File: src/hdl/seq_p2_pkg.sv
// Constants and types for the second product term of one sequencer output.
// Assumes a single clock domain and word-wide AHB-Lite register access.
//
// What this block does
// - Primary threshold bits select voltage inputs one-six
// - Bits six, seven select watchdog one, two
// - Secondary threshold bits select voltage inputs one-six
// - Bits six, seven select general inputs one, two
// - Bits zero, one select general inputs three, four
// - Bits two, three select outputs one, two
// - Bits four-seven select outputs four-seven
// - Bit one selects output eight
// - Manual reset select forces assertion while low
// - A cleared select bit ignores its signal
// - Output deasserts when either product is one and manual reset is not forcing it
// - Logic drives output three of large variant
// - Product is one only when all selected good
`default_nettype none

package seq_p2_pkg;

    // ------------------------------------------------------------------
    // Register indices (byte address is four times the index)
    // ------------------------------------------------------------------
    localparam logic [7:0] IDX_P2_PRIMARY = 8'h19;
    localparam logic [7:0] IDX_P2_SECONDARY = 8'h1a;
    localparam logic [7:0] IDX_P2_OUTPUTS = 8'h1b;
    localparam logic [7:0] IDX_OUT8_SELECT = 8'h1c;
    localparam logic [7:0] IDX_MANUAL_SELECT = 8'h40;
    localparam logic [7:0] IDX_STATUS = 8'h41;

    localparam logic [9:0] ADDR_P2_PRIMARY = {IDX_P2_PRIMARY, 2'b00};
    localparam logic [9:0] ADDR_P2_SECONDARY = {IDX_P2_SECONDARY, 2'b00};
    localparam logic [9:0] ADDR_P2_OUTPUTS = {IDX_P2_OUTPUTS, 2'b00};
    localparam logic [9:0] ADDR_OUT8_SELECT = {IDX_OUT8_SELECT, 2'b00};
    localparam logic [9:0] ADDR_MANUAL_SELECT = {IDX_MANUAL_SELECT, 2'b00};
    localparam logic [9:0] ADDR_STATUS = {IDX_STATUS, 2'b00};

    // ------------------------------------------------------------------
    // Field positions
    // ------------------------------------------------------------------
    localparam int OUT8_SEL_BIT = 1;
    localparam int MANUAL_SEL_BIT = 2;
    localparam int STAT_PRODUCT2_BIT = 0;
    localparam int STAT_TARGET_BIT = 1;
    localparam int STAT_PRODUCT1_BIT = 2;
    localparam int STAT_MANUAL_BIT = 3;

    // Flattened select vector: three full bytes, then the output-eight bit
    localparam int SEL_WIDTH = 25;
    localparam int SEL_BASE_PRIMARY = 0;
    localparam int SEL_BASE_SECONDARY = 8;
    localparam int SEL_BASE_OUTPUTS = 16;
    localparam int SEL_POS_OUT8 = 24;

    // ------------------------------------------------------------------
    // Values after reset
    // ------------------------------------------------------------------
    localparam logic [7:0] RST_P2_PRIMARY = 8'h00;
    localparam logic [7:0] RST_P2_SECONDARY = 8'h00;
    localparam logic [7:0] RST_P2_OUTPUTS = 8'h00;
    localparam logic [7:0] RST_OUT8_SELECT = 8'h00;
    localparam logic [7:0] RST_MANUAL_SELECT = 8'h00;
    localparam logic [1:0] RST_SYNC = 2'h0;

    // ------------------------------------------------------------------
    // Bus constants
    // ------------------------------------------------------------------
    localparam logic [2:0] HSIZE_WORD = 3'h2;
    localparam logic HRESP_OKAY = 1'h0;

    typedef enum logic [1:0] {
        PHASE_IDLE = 2'b00,
        PHASE_WRITE = 2'b01,
        PHASE_READ = 2'b10
    } bus_phase_type;

endpackage

`default_nettype wire

File: src/hdl/product_term_eval.sv
// Product term evaluator: AND of every selected good condition, zero when none is selected.
// Assumes select and good vectors share the packed bit order of the package.
`default_nettype none

module product_term_eval (
    input wire logic [seq_p2_pkg::SEL_WIDTH-1:0] sel,
    input wire logic [seq_p2_pkg::SEL_WIDTH-1:0] good,
    output logic term
);

    logic [seq_p2_pkg::SEL_WIDTH-1:0] miss;

    // ------------------------------------------------------------------
    // Per-condition miss
    // ------------------------------------------------------------------
    genvar i;
    generate
        for (i = 0; i < seq_p2_pkg::SEL_WIDTH; i = i + 1) begin : g_miss
            // Unselected bit can never spoil the term
            assign miss[i] = sel[i] & ~good[i];
        end
    endgenerate

    // Empty selection gives zero, so an unprogrammed term never deasserts
    assign term = (|sel) & ~(|miss);

endmodule

`default_nettype wire

File: src/hdl/seq_output_product2_dependency.sv
// Top of the product-2 dependency logic for one sequencer output,
// with its select registers on an AHB-Lite slave.
// Assumes all inputs synchronous to REF_CLK and one slave on the bus.
`default_nettype none

module seq_output_product2_dependency (
    input wire logic REF_CLK,
    input wire logic RSTN,
    input wire logic CLK_EN,
    input wire logic HSEL,
    input wire logic [31:0] HADDR,
    input wire logic [1:0] HTRANS,
    input wire logic HWRITE,
    input wire logic [2:0] HSIZE,
    input wire logic [31:0] HWDATA,
    input wire logic HREADY,
    output logic HREADYOUT,
    output logic [31:0] HRDATA,
    output logic HRESP,
    input wire logic [5:0] VOLT_PRIMARY_GOOD,
    input wire logic [5:0] VOLT_SECONDARY_GOOD,
    input wire logic [1:0] WATCHDOG_EXPIRED,
    input wire logic [3:0] GENERAL_INPUT_ACTIVE,
    input wire logic PROG_OUTPUT_ONE,
    input wire logic PROG_OUTPUT_TWO,
    input wire logic PROG_OUTPUT_FOUR,
    input wire logic PROG_OUTPUT_FIVE,
    input wire logic PROG_OUTPUT_SIX,
    input wire logic PROG_OUTPUT_SEVEN,
    input wire logic PROG_OUTPUT_EIGHT,
    input wire logic MANUAL_RESET_N,
    input wire logic PRODUCT1_TERM,
    output logic PRODUCT2_TERM,
    output logic TARGET_OUTPUT
);

    // ------------------------------------------------------------------
    // State
    // ------------------------------------------------------------------
    typedef struct packed {
        seq_p2_pkg::bus_phase_type phase;
        logic [7:0] wr_index;
        logic [31:0] rdata;
        logic [7:0] p2_voltage_primary_and_watchdog_select;
        logic [7:0] p2_voltage_secondary_and_gpin_select;
        logic [7:0] p2_gpin_and_output_select;
        logic [7:0] output_eight_dependency_select;
        logic [7:0] manual_reset_assert_select;
        logic product1_seen;
        logic manual_force;
        logic product2;
        logic target_output;
    } state_type;

    localparam state_type STATE_RESET = '{
        phase: seq_p2_pkg::PHASE_IDLE,
        wr_index: 8'h00,
        rdata: 32'h0000_0000,
        p2_voltage_primary_and_watchdog_select: seq_p2_pkg::RST_P2_PRIMARY,
        p2_voltage_secondary_and_gpin_select: seq_p2_pkg::RST_P2_SECONDARY,
        p2_gpin_and_output_select: seq_p2_pkg::RST_P2_OUTPUTS,
        output_eight_dependency_select: seq_p2_pkg::RST_OUT8_SELECT,
        manual_reset_assert_select: seq_p2_pkg::RST_MANUAL_SELECT,
        product1_seen: 1'b0,
        manual_force: 1'b0,
        product2: 1'b0,
        // Asserted until the terms are first evaluated: safe default
        target_output: 1'b1
    };

    state_type state_reg;
    state_type state_next;
    logic [1:0] rst_sync_reg;
    logic rst_n;
    logic [seq_p2_pkg::SEL_WIDTH-1:0] sel_vec;
    logic [seq_p2_pkg::SEL_WIDTH-1:0] good_vec;
    logic p2_comb;
    logic addr_valid;
    logic lane_ok;
    logic [7:0] addr_index;

    // ------------------------------------------------------------------
    // Reset release
    // ------------------------------------------------------------------
    always_ff @(posedge REF_CLK or negedge RSTN) begin
        if (!RSTN) begin
            rst_sync_reg <= seq_p2_pkg::RST_SYNC;
        end else if (CLK_EN) begin
            rst_sync_reg <= {rst_sync_reg[0], 1'b1};
        end
    end

    assign rst_n = rst_sync_reg[1];

    // ------------------------------------------------------------------
    // Condition vectors
    // ------------------------------------------------------------------
    assign sel_vec = {
        state_reg.output_eight_dependency_select[seq_p2_pkg::OUT8_SEL_BIT],
        state_reg.p2_gpin_and_output_select,
        state_reg.p2_voltage_secondary_and_gpin_select,
        state_reg.p2_voltage_primary_and_watchdog_select
    };

    // A selected output counts as good while it is deasserted
    assign good_vec = {
        ~PROG_OUTPUT_EIGHT,
        ~PROG_OUTPUT_SEVEN,
        ~PROG_OUTPUT_SIX,
        ~PROG_OUTPUT_FIVE,
        ~PROG_OUTPUT_FOUR,
        ~PROG_OUTPUT_TWO,
        ~PROG_OUTPUT_ONE,
        ~GENERAL_INPUT_ACTIVE[3:2],
        ~GENERAL_INPUT_ACTIVE[1:0],
        VOLT_SECONDARY_GOOD,
        ~WATCHDOG_EXPIRED,
        VOLT_PRIMARY_GOOD
    };

    product_term_eval u_term (
        .sel(sel_vec),
        .good(good_vec),
        .term(p2_comb)
    );

    // ------------------------------------------------------------------
    // Register read mux
    // ------------------------------------------------------------------
    function automatic logic [31:0] read_word(input logic [7:0] idx, input state_type s);
        logic [31:0] w;
        w = 32'h0000_0000;
        case (idx)
            seq_p2_pkg::IDX_P2_PRIMARY: begin
                w[7:0] = s.p2_voltage_primary_and_watchdog_select;
            end
            seq_p2_pkg::IDX_P2_SECONDARY: begin
                w[7:0] = s.p2_voltage_secondary_and_gpin_select;
            end
            seq_p2_pkg::IDX_P2_OUTPUTS: begin
                w[7:0] = s.p2_gpin_and_output_select;
            end
            seq_p2_pkg::IDX_OUT8_SELECT: begin
                w[7:0] = s.output_eight_dependency_select;
            end
            seq_p2_pkg::IDX_MANUAL_SELECT: begin
                w[7:0] = s.manual_reset_assert_select;
            end
            seq_p2_pkg::IDX_STATUS: begin
                w[seq_p2_pkg::STAT_PRODUCT2_BIT] = s.product2;
                w[seq_p2_pkg::STAT_TARGET_BIT] = s.target_output;
                w[seq_p2_pkg::STAT_PRODUCT1_BIT] = s.product1_seen;
                w[seq_p2_pkg::STAT_MANUAL_BIT] = s.manual_force;
            end
            default: begin
                w = 32'h0000_0000;
            end
        endcase
        return w;
    endfunction

    // ------------------------------------------------------------------
    // Next state
    // ------------------------------------------------------------------
    // Upper address bits alias: the slave decodes a 1 KB window only
    assign addr_index = HADDR[9:2];
    assign addr_valid = HSEL & HTRANS[1] & HREADY;
    // Only byte lane zero carries data; other lanes are ignored
    assign lane_ok = (HADDR[1:0] == 2'b00) && (HSIZE <= seq_p2_pkg::HSIZE_WORD);

    always_comb begin
        state_next = state_reg;
        if (state_reg.phase == seq_p2_pkg::PHASE_WRITE) begin
            case (state_reg.wr_index)
                seq_p2_pkg::IDX_P2_PRIMARY: begin
                    state_next.p2_voltage_primary_and_watchdog_select = HWDATA[7:0];
                end
                seq_p2_pkg::IDX_P2_SECONDARY: begin
                    state_next.p2_voltage_secondary_and_gpin_select = HWDATA[7:0];
                end
                seq_p2_pkg::IDX_P2_OUTPUTS: begin
                    state_next.p2_gpin_and_output_select = HWDATA[7:0];
                end
                seq_p2_pkg::IDX_OUT8_SELECT: begin
                    state_next.output_eight_dependency_select = HWDATA[7:0];
                end
                seq_p2_pkg::IDX_MANUAL_SELECT: begin
                    state_next.manual_reset_assert_select = HWDATA[7:0];
                end
                default: begin
                    state_next.wr_index = state_reg.wr_index;
                end
            endcase
        end
        state_next.phase = seq_p2_pkg::PHASE_IDLE;
        state_next.rdata = 32'h0000_0000;
        if (addr_valid && HWRITE && lane_ok) begin
            state_next.phase = seq_p2_pkg::PHASE_WRITE;
            state_next.wr_index = addr_index;
        end else if (addr_valid && !HWRITE) begin
            state_next.phase = seq_p2_pkg::PHASE_READ;
            // Read after the pending write, so back-to-back readback is fresh
            state_next.rdata = read_word(addr_index, state_next);
        end
        state_next.product1_seen = PRODUCT1_TERM;
        state_next.product2 = p2_comb;
        state_next.manual_force =
            state_reg.manual_reset_assert_select[seq_p2_pkg::MANUAL_SEL_BIT] &
            ~MANUAL_RESET_N;
        // Manual reset wins over the deassert terms
        state_next.target_output = ~(PRODUCT1_TERM | p2_comb) |
            state_next.manual_force;
    end

    always_ff @(posedge REF_CLK or negedge rst_n) begin
        if (!rst_n) begin
            state_reg <= STATE_RESET;
        end else if (CLK_EN) begin
            state_reg <= state_next;
        end
    end

    // ------------------------------------------------------------------
    // Outputs
    // ------------------------------------------------------------------
    // Zero wait states: every transfer completes in its first data cycle
    assign HREADYOUT = 1'b1;
    assign HRESP = seq_p2_pkg::HRESP_OKAY;
    assign HRDATA = state_reg.rdata;
    assign PRODUCT2_TERM = state_reg.product2;
    assign TARGET_OUTPUT = state_reg.target_output;

    logic [7:0] prim_sel;
    logic [7:0] sec_sel;
    logic [7:0] out_sel;
    logic all_good;
    assign prim_sel = state_reg.p2_voltage_primary_and_watchdog_select;
    assign sec_sel = state_reg.p2_voltage_secondary_and_gpin_select;
    assign out_sel = state_reg.p2_gpin_and_output_select;
    assign all_good = ((sel_vec & ~good_vec) == {seq_p2_pkg::SEL_WIDTH{1'b0}});
endmodule

`default_nettype wire

File: config.mk
export PLATFORM = sky130hd
export DESIGN_NAME = seq_output_product2_dependency
export DESIGN_NICKNAME = d
export VERILOG_FILES = /design/src/hdl/seq_p2_pkg.sv /design/src/hdl/product_term_eval.sv /design/src/hdl/seq_output_product2_dependency.sv
export SDC_FILE = /design/constraint.sdc
export NUM_CORES = 1
export LEC_CHECK = 0
export CORE_ASPECT_RATIO = 2
export CORE_UTILIZATION = 52
export CTS_CLUSTER_SIZE = 10
export DETAILED_ROUTE_END_ITERATION = 16
export DONT_BUFFER_PORTS = 1
export PLACE_DENSITY = 0.8
export SLEW_MARGIN = 20
export SYNTH_ARGS = -nofsm -noshare
export SYNTH_HDL_FRONTEND = slang
export SYNTH_SLANG_ARGS = --single-unit
export TNS_END_PERCENT = 30
File: constraint.sdc
create_clock -name REF_CLK -period 1.8 [get_ports REF_CLK]
set_input_delay 0.09 -clock REF_CLK [delete_from_list [all_inputs] [get_ports REF_CLK]]
set_output_delay 0.09 -clock REF_CLK [all_outputs]
set_load 0.005 [all_outputs]
---- Word-level counts from Yosys, hierarchy flattened ----
Index checks and enable logic that the tools add are counted.
operators by class
  order comparisons ....................... 1
  equal/unequal tests ..................... 12
  mux-type cells .......................... 12
  bitwise logic cells ..................... 55
  reduce and logical (&&, ||, !) cells .... 9
operators with widths
  kind                                                             number
  == test 8 x 5 -> 1 bit (second input constant)                   8
  two-way mux 8 bit                                                7
  OR reduction 25 bit                                              2
  two-way mux 40 bit                                               1
  AND 1 bit                                                        29
  == test 8 x 7 -> 1 bit (second input constant)                   3
  one-hot mux 4 bit (6 select lines)                               1
  NOT 1 bit                                                        21
  one-hot mux 4 bit (5 select lines)                               1
  NOT 2 bit                                                        3
  logical AND 1 bit                                                4
  two-way mux 2 bit                                                2
  less-or-equal comparator 3 x 2 -> 1 bit (second input constant)  1
  == test 2 x 1 -> 1 bit (second input constant)                   1
  logical NOT 2 bit                                                1
  bitwise OR 1 bit                                                 2
  AND reduction 2 bit                                              1
  logical NOT 1 bit                                                1
word-level totals
  register bits after elaboration ......... 88
  bits of input ports ..................... 102
  word-level logic and storage cells ...... 102

---- Longest topological paths before layout ----
Gate-level depths: netlist of run 1.
  depth after elaboration ................. 9
  gate-level depth with buffers ........... 7
  gate-level depth less buffers ........... 6

---- Cells and area by module ----
From an unflattened synthesis of run 1, not the netlist that was laid out.
unflattened totals
  cells, all modules ...................... 373
  area total of the unflattened synthesis .. 3947.5 um2
by module, submodules not included
  module                          times used  cells an instance  area each (um2)
  seq_output_product2_dependency  1           325                3671.0
  product_term_eval               1           48                 276.5

---- Worst setup path before layout of run 1 ----
OpenSTA, ideal clock, no wires.
  kind .................................... register -> register
  from .................................... reg rst_sync_reg[1] (netlist name)
  to ...................................... reg rst_sync_reg[1]
  arrival ................................. 1.993 ns
  required time ........................... 1.725 ns
  setup slack ............................. -0.268 ns
  stages on the path, launching flop included .. 2
  period minus slack after synthesis ...... 2.068 ns
  cells stage by stage .................... dfrtp_1 mux2_2
RTL lines
  element               line                                  source
  end signal, assigned  seq_output_product2_dependency.sv:87  rst_sync_reg <= seq_p2_pkg::RST_SYNC;
  end signal, assigned  seq_output_product2_dependency.sv:89  rst_sync_reg <= {rst_sync_reg[0], 1'b1};
  end, declared         seq_output_product2_dependency.sv:73  logic [1:0] rst_sync_reg;

---- Worst setup path after layout of run 1 ----
  from .................................... reg state_reg[81] (netlist bit)
  to ...................................... reg state_reg (netlist bit HRDATA[3])
on the way
  cells in the longest elaborated chain, start to end .. 6
  elaborated cells between the ends (all ways) .. 14
  classes of those cells .................. eq/ne: 5; mux: 9
RTL lines
  element                                                                  line                                   source
  start, declared                                                          seq_output_product2_dependency.sv:71   state_type state_reg;
  start signal, assigned                                                   seq_output_product2_dependency.sv:219  state_reg <= state_next;
  == test 8 x 7 -> 1 bit / == test 8 x 5 -> 1 bit (equally long branches)  seq_output_product2_dependency.sv:174  case (state_reg.wr_index)
  two-way mux 8 bit                                                        seq_output_product2_dependency.sv:174
  two-way mux 40 bit *                                                     seq_output_product2_dependency.sv:173  if (state_reg.phase == seq_p2_pkg::PHASE_WRITE) begin
  one-hot mux 4 bit (6 select lines) *                                     seq_output_product2_dependency.sv:133  case (idx)
  two-way mux 8 bit *                                                      seq_output_product2_dependency.sv:200  end else if (addr_valid && !HWRITE) begin
  two-way mux 8 bit *                                                      seq_output_product2_dependency.sv:197  if (addr_valid && HWRITE && lane_ok) begin
Every way passes the cells marked *; elsewhere a longest branch is shown, timed or not.
A chain may end at the register's enable or synchronous reset.

==> metrics.md, run 1 <==
| Metric | Value |
|---|---|
| Status | `complete, but fails checks` |
| Failing checks | `setup timing` |
| Commonest register cell after synthesis | `dfrtp_1` |
| Cell area after layout | `4740 um2` |
| Initial Utilization | `54.2%` |
| I/O pins | `between 100 and 150` |
| Cell Pwr Density | `826 nW/um2` |
| Area grow syn2layout | `19.5%` |
| Detail-routed net length per standard cell | `22.3 um` |
| Headroom to the max-slew limit | `47.1%` |
| Via count of the first global-routing pass | `3188` |
| TritonCTS clock tree | `done` |
| CP max-delay cell | `dfrtp_1` |
| Min-delay worst type | `in -> reg` |
| Kind of capture point of the worst setup path | `register` |
| Post-Syn Area per Cell | `around 11 um2` |
| Number of synthesized flops with an enable pin | `0` |
| DP HPWL | `7.35 mm` |
| Count of distinct cell types in the synthesized netlist | `46` |
| CP Data Arrival Time | `2.14 ns` |
| Cells taking the most area after synthesis | `dfrtp_1, mux2i_1, mux2_2` |
| Initial antenna violation count | `0` |
| Aggregate global-route resource usage | `about 29%` |
| Final setup violating endpoints | `24` |
| Core Region | `7320 um2` |
| Most frequent cells in the layout | `dfrtp_1, mux2_2, mux2i_1, conb_1, dlygate4sd3_1` |
| Number of DRC violations after detailed-routing iteration 0 | `163` |
| Cell total after placement | `roughly 450` |
| TritonCTS buffer count | `9` |
| Count of input and output buffers | `0` |
| Library cell with the largest summed area after synthesis | `dfrtp_1` |
| DR vias | `3017` |
| Setup Slack @ Placement | `-0.208 ns` |
| Die X | `approximately 64 um` |
| Mapped cell area | `3970 um2` |
| Detailed-route wire length | `approximately 11 mm` |
| Pin count of the biggest net entering global routing | `63` |
| Post-route minimum period | `1.92 ns` |
| Final period util | `107%` |
| Max IR drop VDD | `approximately 0.98 mV` |
| Number of hold violations in the final report | `0` |
| Final setup skew | `0.00564 ns` |
| Post-synthesis instance total | `349` |
| Post-layout net count | `491` |
| CTS root buffer | `clkbuf_16` |
| Site Rows | `44` |
| Clock tree sinks | `between 60 and 70` |
| Number of synthesis warnings | `0` |
| Cell area after placement | `3980 um2` |
| Count of antenna diodes in the layout | `0` |
| Share of final-layout standard cells stronger than drive strength 1 | `33.2%` |
| Max reg flops | `27` |
| P_leak | `2.29 nW` |
| Buffer levels on the longest clock path | `2` |
| Maximum net fanout on the critical path | `8` |
| Clock insertion delay at the later pin of the skew report | `0.33 ns` |
| Transition time at the pin with the least slew margin | `0.794 ns` |
| Type of the worst setup path | `reg -> reg` |
| Fraction of post-synthesis cell area in the top cell type by area | `between 30 and 40%` |
| Most common cell after layout, fill and taps aside | `dfrtp_1` |
| Data required, critical path | `slightly above 2 ns` |
| Maximum single-stage delay on the critical path | `0.40 ns` |
| Number of buffers and inverters on the critical path | `1` |
| Post-route DRC | `0` |
| Worst slack on hold paths | `0.0111 ns` |
| Peak clock frequency supported by timing | `520 MHz` |
| Fraction of registers with async set/reset | `100%` |
| H-tree levels | `3` |
| Remaining antenna violation count | `0` |
| Total Die Area | `8000 um2` |
| 1st-pass router iterations | `4` |
| Sequence of cells on the critical path | `nor4b_4 > nand4b_1 > buf_6 > mux2i_1 > o22ai_2 > o32a_1` |
| Kind of start point of the critical path | `register` |
| Global-route wire length before repair | `16.8 mm` |
| Final worst slack | `-0.122 ns` |
| Pins Over Slew Limit | `0` |
| Global route overflow | `0` |
| Final Non-Filler Cells | `486` |
| Via density per instance | `6.21` |
| MaxCap Viol Count | `0` |
| # fillers | `545` |
| Clock transition at path regs | `0.06 ns` |
| Kind of cell with the highest combined delay on the critical path | `simple AND/OR/NAND/NOR gates` |
| Final core utilization | `64.8%` |
| Unrepaired setup endpoints after global routing | `yes` |
| Share of synthesized area occupied by flip-flops and latches | `40.4%` |
| Weighted congestion at the end of routability-driven global placement | `0.953` |
| Yosys reg bits | `64` |
| Die height | `126 um` |
[metal layers]
| metal | vias up | wire [um] | share of wire (%) | global-route usage [%] |
|---|---|---|---|---|
| met5 | - | 0 | 0 | 0 |
| met4 | 0 | 801 | 7.4 | 21.9 |
| met3 | 48 | 597 | 5.5 | 5.38 |
| met2 | 178 | 5680 | 52 | 49.1 |
| met1 | 1486 | 3790 | 35 | 30.2 |
| li1 | 1305 | - | - | - |
[repair_timing]
item	CTS	global route
hold buffers	22	1
hold endpoints to repair	61	5
pin swaps	13	12
setup endpoints to repair	28	49
buffers inserted	3	1
gates cloned	0	0
gates resized for setup	19	19
[logic make-up (layout without fill, tap and decap cells)]
group / Yosys count / in the layout / synth area share [%]
and+or+nand+nor: 75 / 75 / 12.1
buffers and inverters: 63 / 84 / 12.3
other: 2 / 26 / 0.189
muxes: 91 / 91 / 26.1
DFF: 64 / 64 / 40.4
AOI/OAI and AO/OA: 54 / 54 / 8.89
[worst paths after layout]
check,start,end,slack [ns],cells past startpoint
worst max-delay path,state_reg[81]$_DFFE_PN0P_,HRDATA[3]$_DFFE_PN0P_,-0.12,6
worst min-delay path,CLK_EN,HRDATA[2]$_DFFE_PN0P_,0.01,2
min in group asynchronous,rst_sync_reg[1]$_DFFE_PN0P_,state_reg[4]$_DFFE_PN0P_,0.45,1
worst max register to register,state_reg[81]$_DFFE_PN0P_,HRDATA[3]$_DFFE_PN0P_,-0.12,6
max in group asynchronous,rst_sync_reg[1]$_DFFE_PN0P_,out_sel[0]$_DFFE_PN0P_,0.82,1
worst min register to register,rst_sync_reg[1]$_DFFE_PN0P_,state_reg[4]$_DFFE_PN0P_,0.45,1
[synthesized netlist by cell type (6+ instances only)]
| cell type | count |
|---|---|
| mux2i_1 | 40 |
| nand2_1 | 9 |
| nor2b_1 | 8 |
| nor2_1 | 11 |
| buf_4 | 35 |
| o22ai_1 | 16 |
| clkbuf_8 | 9 |
| dfrtp_1 | 63 |
| nand3_1 | 6 |
| mux2_4 | 16 |
| inv_1 | 11 |
| a21oi_1 | 11 |
| nor4_1 | 6 |
| mux2_2 | 35 |
| o21ai_0 | 11 |
[final cells by class]
cell class | count | area (um2) | share of cell area, %
inverter | 11 | 41.3 | 0.871
tap | 92 | 115 | 2.43
sequential | 64 | 1600 | 33.8
clock inverter | 6 | 130 | 2.74
clock buffer | 10 | 239 | 5.04
timing repair buffer | 57 | 539 | 11.4
multi-input combinational | 246 | 2070 | 43.7
[report_power, final]
group	internal (mW)	switching [mW]
logic	0.134	0.116
clock network	1.52	0.614
registers	1.48	0.0452
[metrics by stage]
stage / power, mW / TNS [ns]
floorplan: 1.75 / -1.20
CTS: 3.92 / -1.28
global route: 4.03 / -3.85
global placement: 1.71 / -1.48
detailed placement: 1.72 / -2.20
finish: 3.92 / -1.23
Power figures use the tool's default switching activity.
==> run 2: changes to the inputs <==
--- a/config.mk
+++ b/config.mk
@@ -7,6 +7,7 @@
 export LEC_CHECK = 0
 export CORE_ASPECT_RATIO = 2
 export CORE_UTILIZATION = 52
+export CTS_BUF_LIST = sky130_fd_sc_hd__clkbuf_16
 export CTS_CLUSTER_SIZE = 10
 export DETAILED_ROUTE_END_ITERATION = 16
 export DONT_BUFFER_PORTS = 1
==> metrics.md, run 2 (synthesized netlist as in run 1, its figures left out) <==
| Metric | Value |
|---|---|
| Status | `complete, but fails checks (unchanged)` |
| Failing checks | `setup timing (unchanged)` |
| Sequence of cells on the critical path | `nor4b_4 > nand4b_1 > buf_6 > mux2i_1 > o22ai_2 > o32a_1 (unchanged)` |
| Initial Utilization | `54.2% (unchanged)` |
| Site Rows | `44 (unchanged)` |
| Headroom to the max-slew limit | `46.8% (was 47.1%)` |
| Die height | `126 um (unchanged)` |
| Weighted congestion at the end of routability-driven global placement | `0.953 (unchanged)` |
| Cell Pwr Density | `818 nW/um2 (was 826 nW/um2)` |
| Initial antenna violation count | `0 (unchanged)` |
| Post-route DRC | `0 (unchanged)` |
| Count of antenna diodes in the layout | `0 (unchanged)` |
| Via count of the first global-routing pass | `3189 (was 3188)` |
| Maximum net fanout on the critical path | `8 (unchanged)` |
| Total Die Area | `8000 um2 (unchanged)` |
| Final period util | `108% (was 107%)` |
| Final setup violating endpoints | `24 (unchanged)` |
| Number of DRC violations after detailed-routing iteration 0 | `171 (was 163)` |
| Maximum single-stage delay on the critical path | `0.40 ns (about the same)` |
| Aggregate global-route resource usage | `28.7% (unchanged)` |
| Final worst slack | `-0.148 ns (was -0.122 ns)` |
| Die X | `63.8 um (unchanged)` |
| Count of input and output buffers | `0 (unchanged)` |
| Pins Over Slew Limit | `0 (unchanged)` |
| Max reg flops | `27 (unchanged)` |
| Type of the worst setup path | `reg -> reg (unchanged)` |
| Clock insertion delay at the later pin of the skew report | `0.33 ns (about the same)` |
| Post-route minimum period | `1.95 ns (was 1.92 ns)` |
| Peak clock frequency supported by timing | `513 MHz (was 520 MHz)` |
| Global route overflow | `0 (unchanged)` |
| 1st-pass router iterations | `4 (unchanged)` |
| Post-layout net count | `491 (unchanged)` |
| CP max-delay cell | `dfrtp_1 (unchanged)` |
| Core Region | `7320 um2 (unchanged)` |
| Clock tree sinks | `64 (unchanged)` |
| Total power | `3.87 mW (was 3.92 mW)` |
| Area grow syn2layout | `19.3% (was 19.5%)` |
| TritonCTS buffer count | `9 (unchanged)` |
| Unrepaired setup endpoints after global routing | `yes (unchanged)` |
| CP Data Arrival Time | `2.17 ns (was 2.14 ns)` |
| Detailed-route wire length | `10.8 mm (was 10.9 mm)` |
| Final setup skew | `0.00553 ns (was 0.00564 ns)` |
| Kind of start point of the critical path | `register (unchanged)` |
| Setup Slack @ Placement | `-0.208 ns (unchanged)` |
| Met3 Resource Use GR | `5.29% (was 5.38%)` |
| Pin count of the biggest net entering global routing | `63 (unchanged)` |
| DR vias | `2990 (was 3017)` |
| Number of hold violations in the final report | `0 (unchanged)` |
| Most common cell after layout, fill and taps aside | `dfrtp_1 (unchanged)` |
| Clock transition at path regs | `0.06 ns (about the same)` |
| Min-delay worst type | `in -> reg (unchanged)` |
| Met2 Resource Use GR | `49.1% (unchanged)` |
| Transition time at the pin with the least slew margin | `0.797 ns (was 0.794 ns)` |
| Max IR drop VDD | `0.976 mV (about the same)` |
| M1 GR Usage | `30.2% (about the same)` |
| Detail-routed net length per standard cell | `22.3 um (about the same)` |
| I/O pins | `138 (unchanged)` |
| Data required, critical path | `2.02 ns (about the same)` |
| Buffer levels on the longest clock path | `2 (unchanged)` |
| Kind of capture point of the worst setup path | `register (unchanged)` |
| P_leak | `2.28 nW (was 2.29 nW)` |
| Via density per instance | `6.15 (was 6.21)` |
| Share of final-layout standard cells stronger than drive strength 1 | `33.0% (was 33.2%)` |
| TritonCTS clock tree | `done (unchanged)` |
| CTS root buffer | `clkbuf_16 (unchanged)` |
| MaxCap Viol Count | `0 (unchanged)` |
| Most frequent cells in the layout | `dfrtp_1, mux2_2, mux2i_1, conb_1, dlygate4sd3_1 (unchanged)` |
| H-tree levels | `3 (unchanged)` |
| DP HPWL | `7.35 mm (unchanged)` |
| Routing layer with the top usage in global route | `met2 (unchanged)` |
| Global-route wire length before repair | `16.8 mm (about the same)` |
| Remaining antenna violation count | `0 (unchanged)` |
run 2: power breakdown:
part	switching, mW	total (mW)	internal, mW
Sequential	0.0449	1.53	1.48
Clock	0.611	2.09	1.48
Combinational	0.116	0.250	0.134
Total	0.772	3.87	3.10
run 2: critical path, delay by kind of cell, from the launching register on:
| kind | cells | cell delay [ns] |
|---|---|---|
| AND/OR/NAND/NOR | 2 | 0.58 |
| AO/OA/AOI/OAI | 2 | 0.43 |
| flip-flops | 1 | 0.40 |
| multiplexers | 1 | 0.22 |
| buffers and inverters | 1 | 0.20 |
run 2: path summary, 6_finish.rpt:
| check | startpoint | cells past startpoint | slack, ns | end |
|---|---|---|---|---|
| max | state_reg[81]$_DFFE_PN0P_ | 6 | -0.15 | HRDATA[3]$_DFFE_PN0P_ |
| max reg2reg | state_reg[81]$_DFFE_PN0P_ | 6 | -0.15 | HRDATA[3]$_DFFE_PN0P_ |
| min | CLK_EN | 2 | 0.008 | HRDATA[2]$_DFFE_PN0P_ |
| min reg2reg | rst_sync_reg[1]$_DFFE_PN0P_ | 1 | 0.44 | state_reg[4]$_DFFE_PN0P_ |
| min in group asynchronous | rst_sync_reg[1]$_DFFE_PN0P_ | 1 | 0.44 | state_reg[4]$_DFFE_PN0P_ |
| max in group asynchronous | rst_sync_reg[1]$_DFFE_PN0P_ | 1 | 0.81 | out_sel[0]$_DFFE_PN0P_ |
run 2: routing by layer:
layer | share of wire (%) | wire, um | vias to the layer above
met4 | 6.8 | 741 | 0
met5 | 0 | 0 | -
met1 | 35 | 3800 | 1495
li1 | - | - | 1302
met2 | 53 | 5730 | 153
met3 | 5.4 | 583 | 40
run 2: per-stage QoR:
stage	setup TNS (ns)	hold slack, ns	utilization, %	instance area (um2)	instances
global route	-3.86	0.0115	64.6	4730	486
detailed placement	-2.20	-0.206	54.3	3980	445
global placement	-1.48	-0.206	54.3	3980	445
CTS	-1.28	-0.0965	63.5	4650	484
finish	-1.31	0.00829	64.6	4730	486
floorplan	-1.20	-0.206	-	4060	373
run 2: cell type report:
| cell class | count | area, um2 |
|---|---|---|
| fill | 549 | 2590 |
| clock inverter | 7 | 134 |
| clock buffer | 9 | 225 |
| multi-input combinational | 246 | 2070 |
| inverter | 11 | 41.3 |
| timing repair buffer | 57 | 539 |
| sequential | 64 | 1600 |
| tap | 92 | 115 |
run 2: repair_timing:
item                       4_1_cts  5_1_grt
gates resized for setup         19       19
hold buffers                    22        1
buffers inserted                 3        1
pin swaps                       13       12
hold endpoints to repair        61        5
setup endpoints to repair       29       49
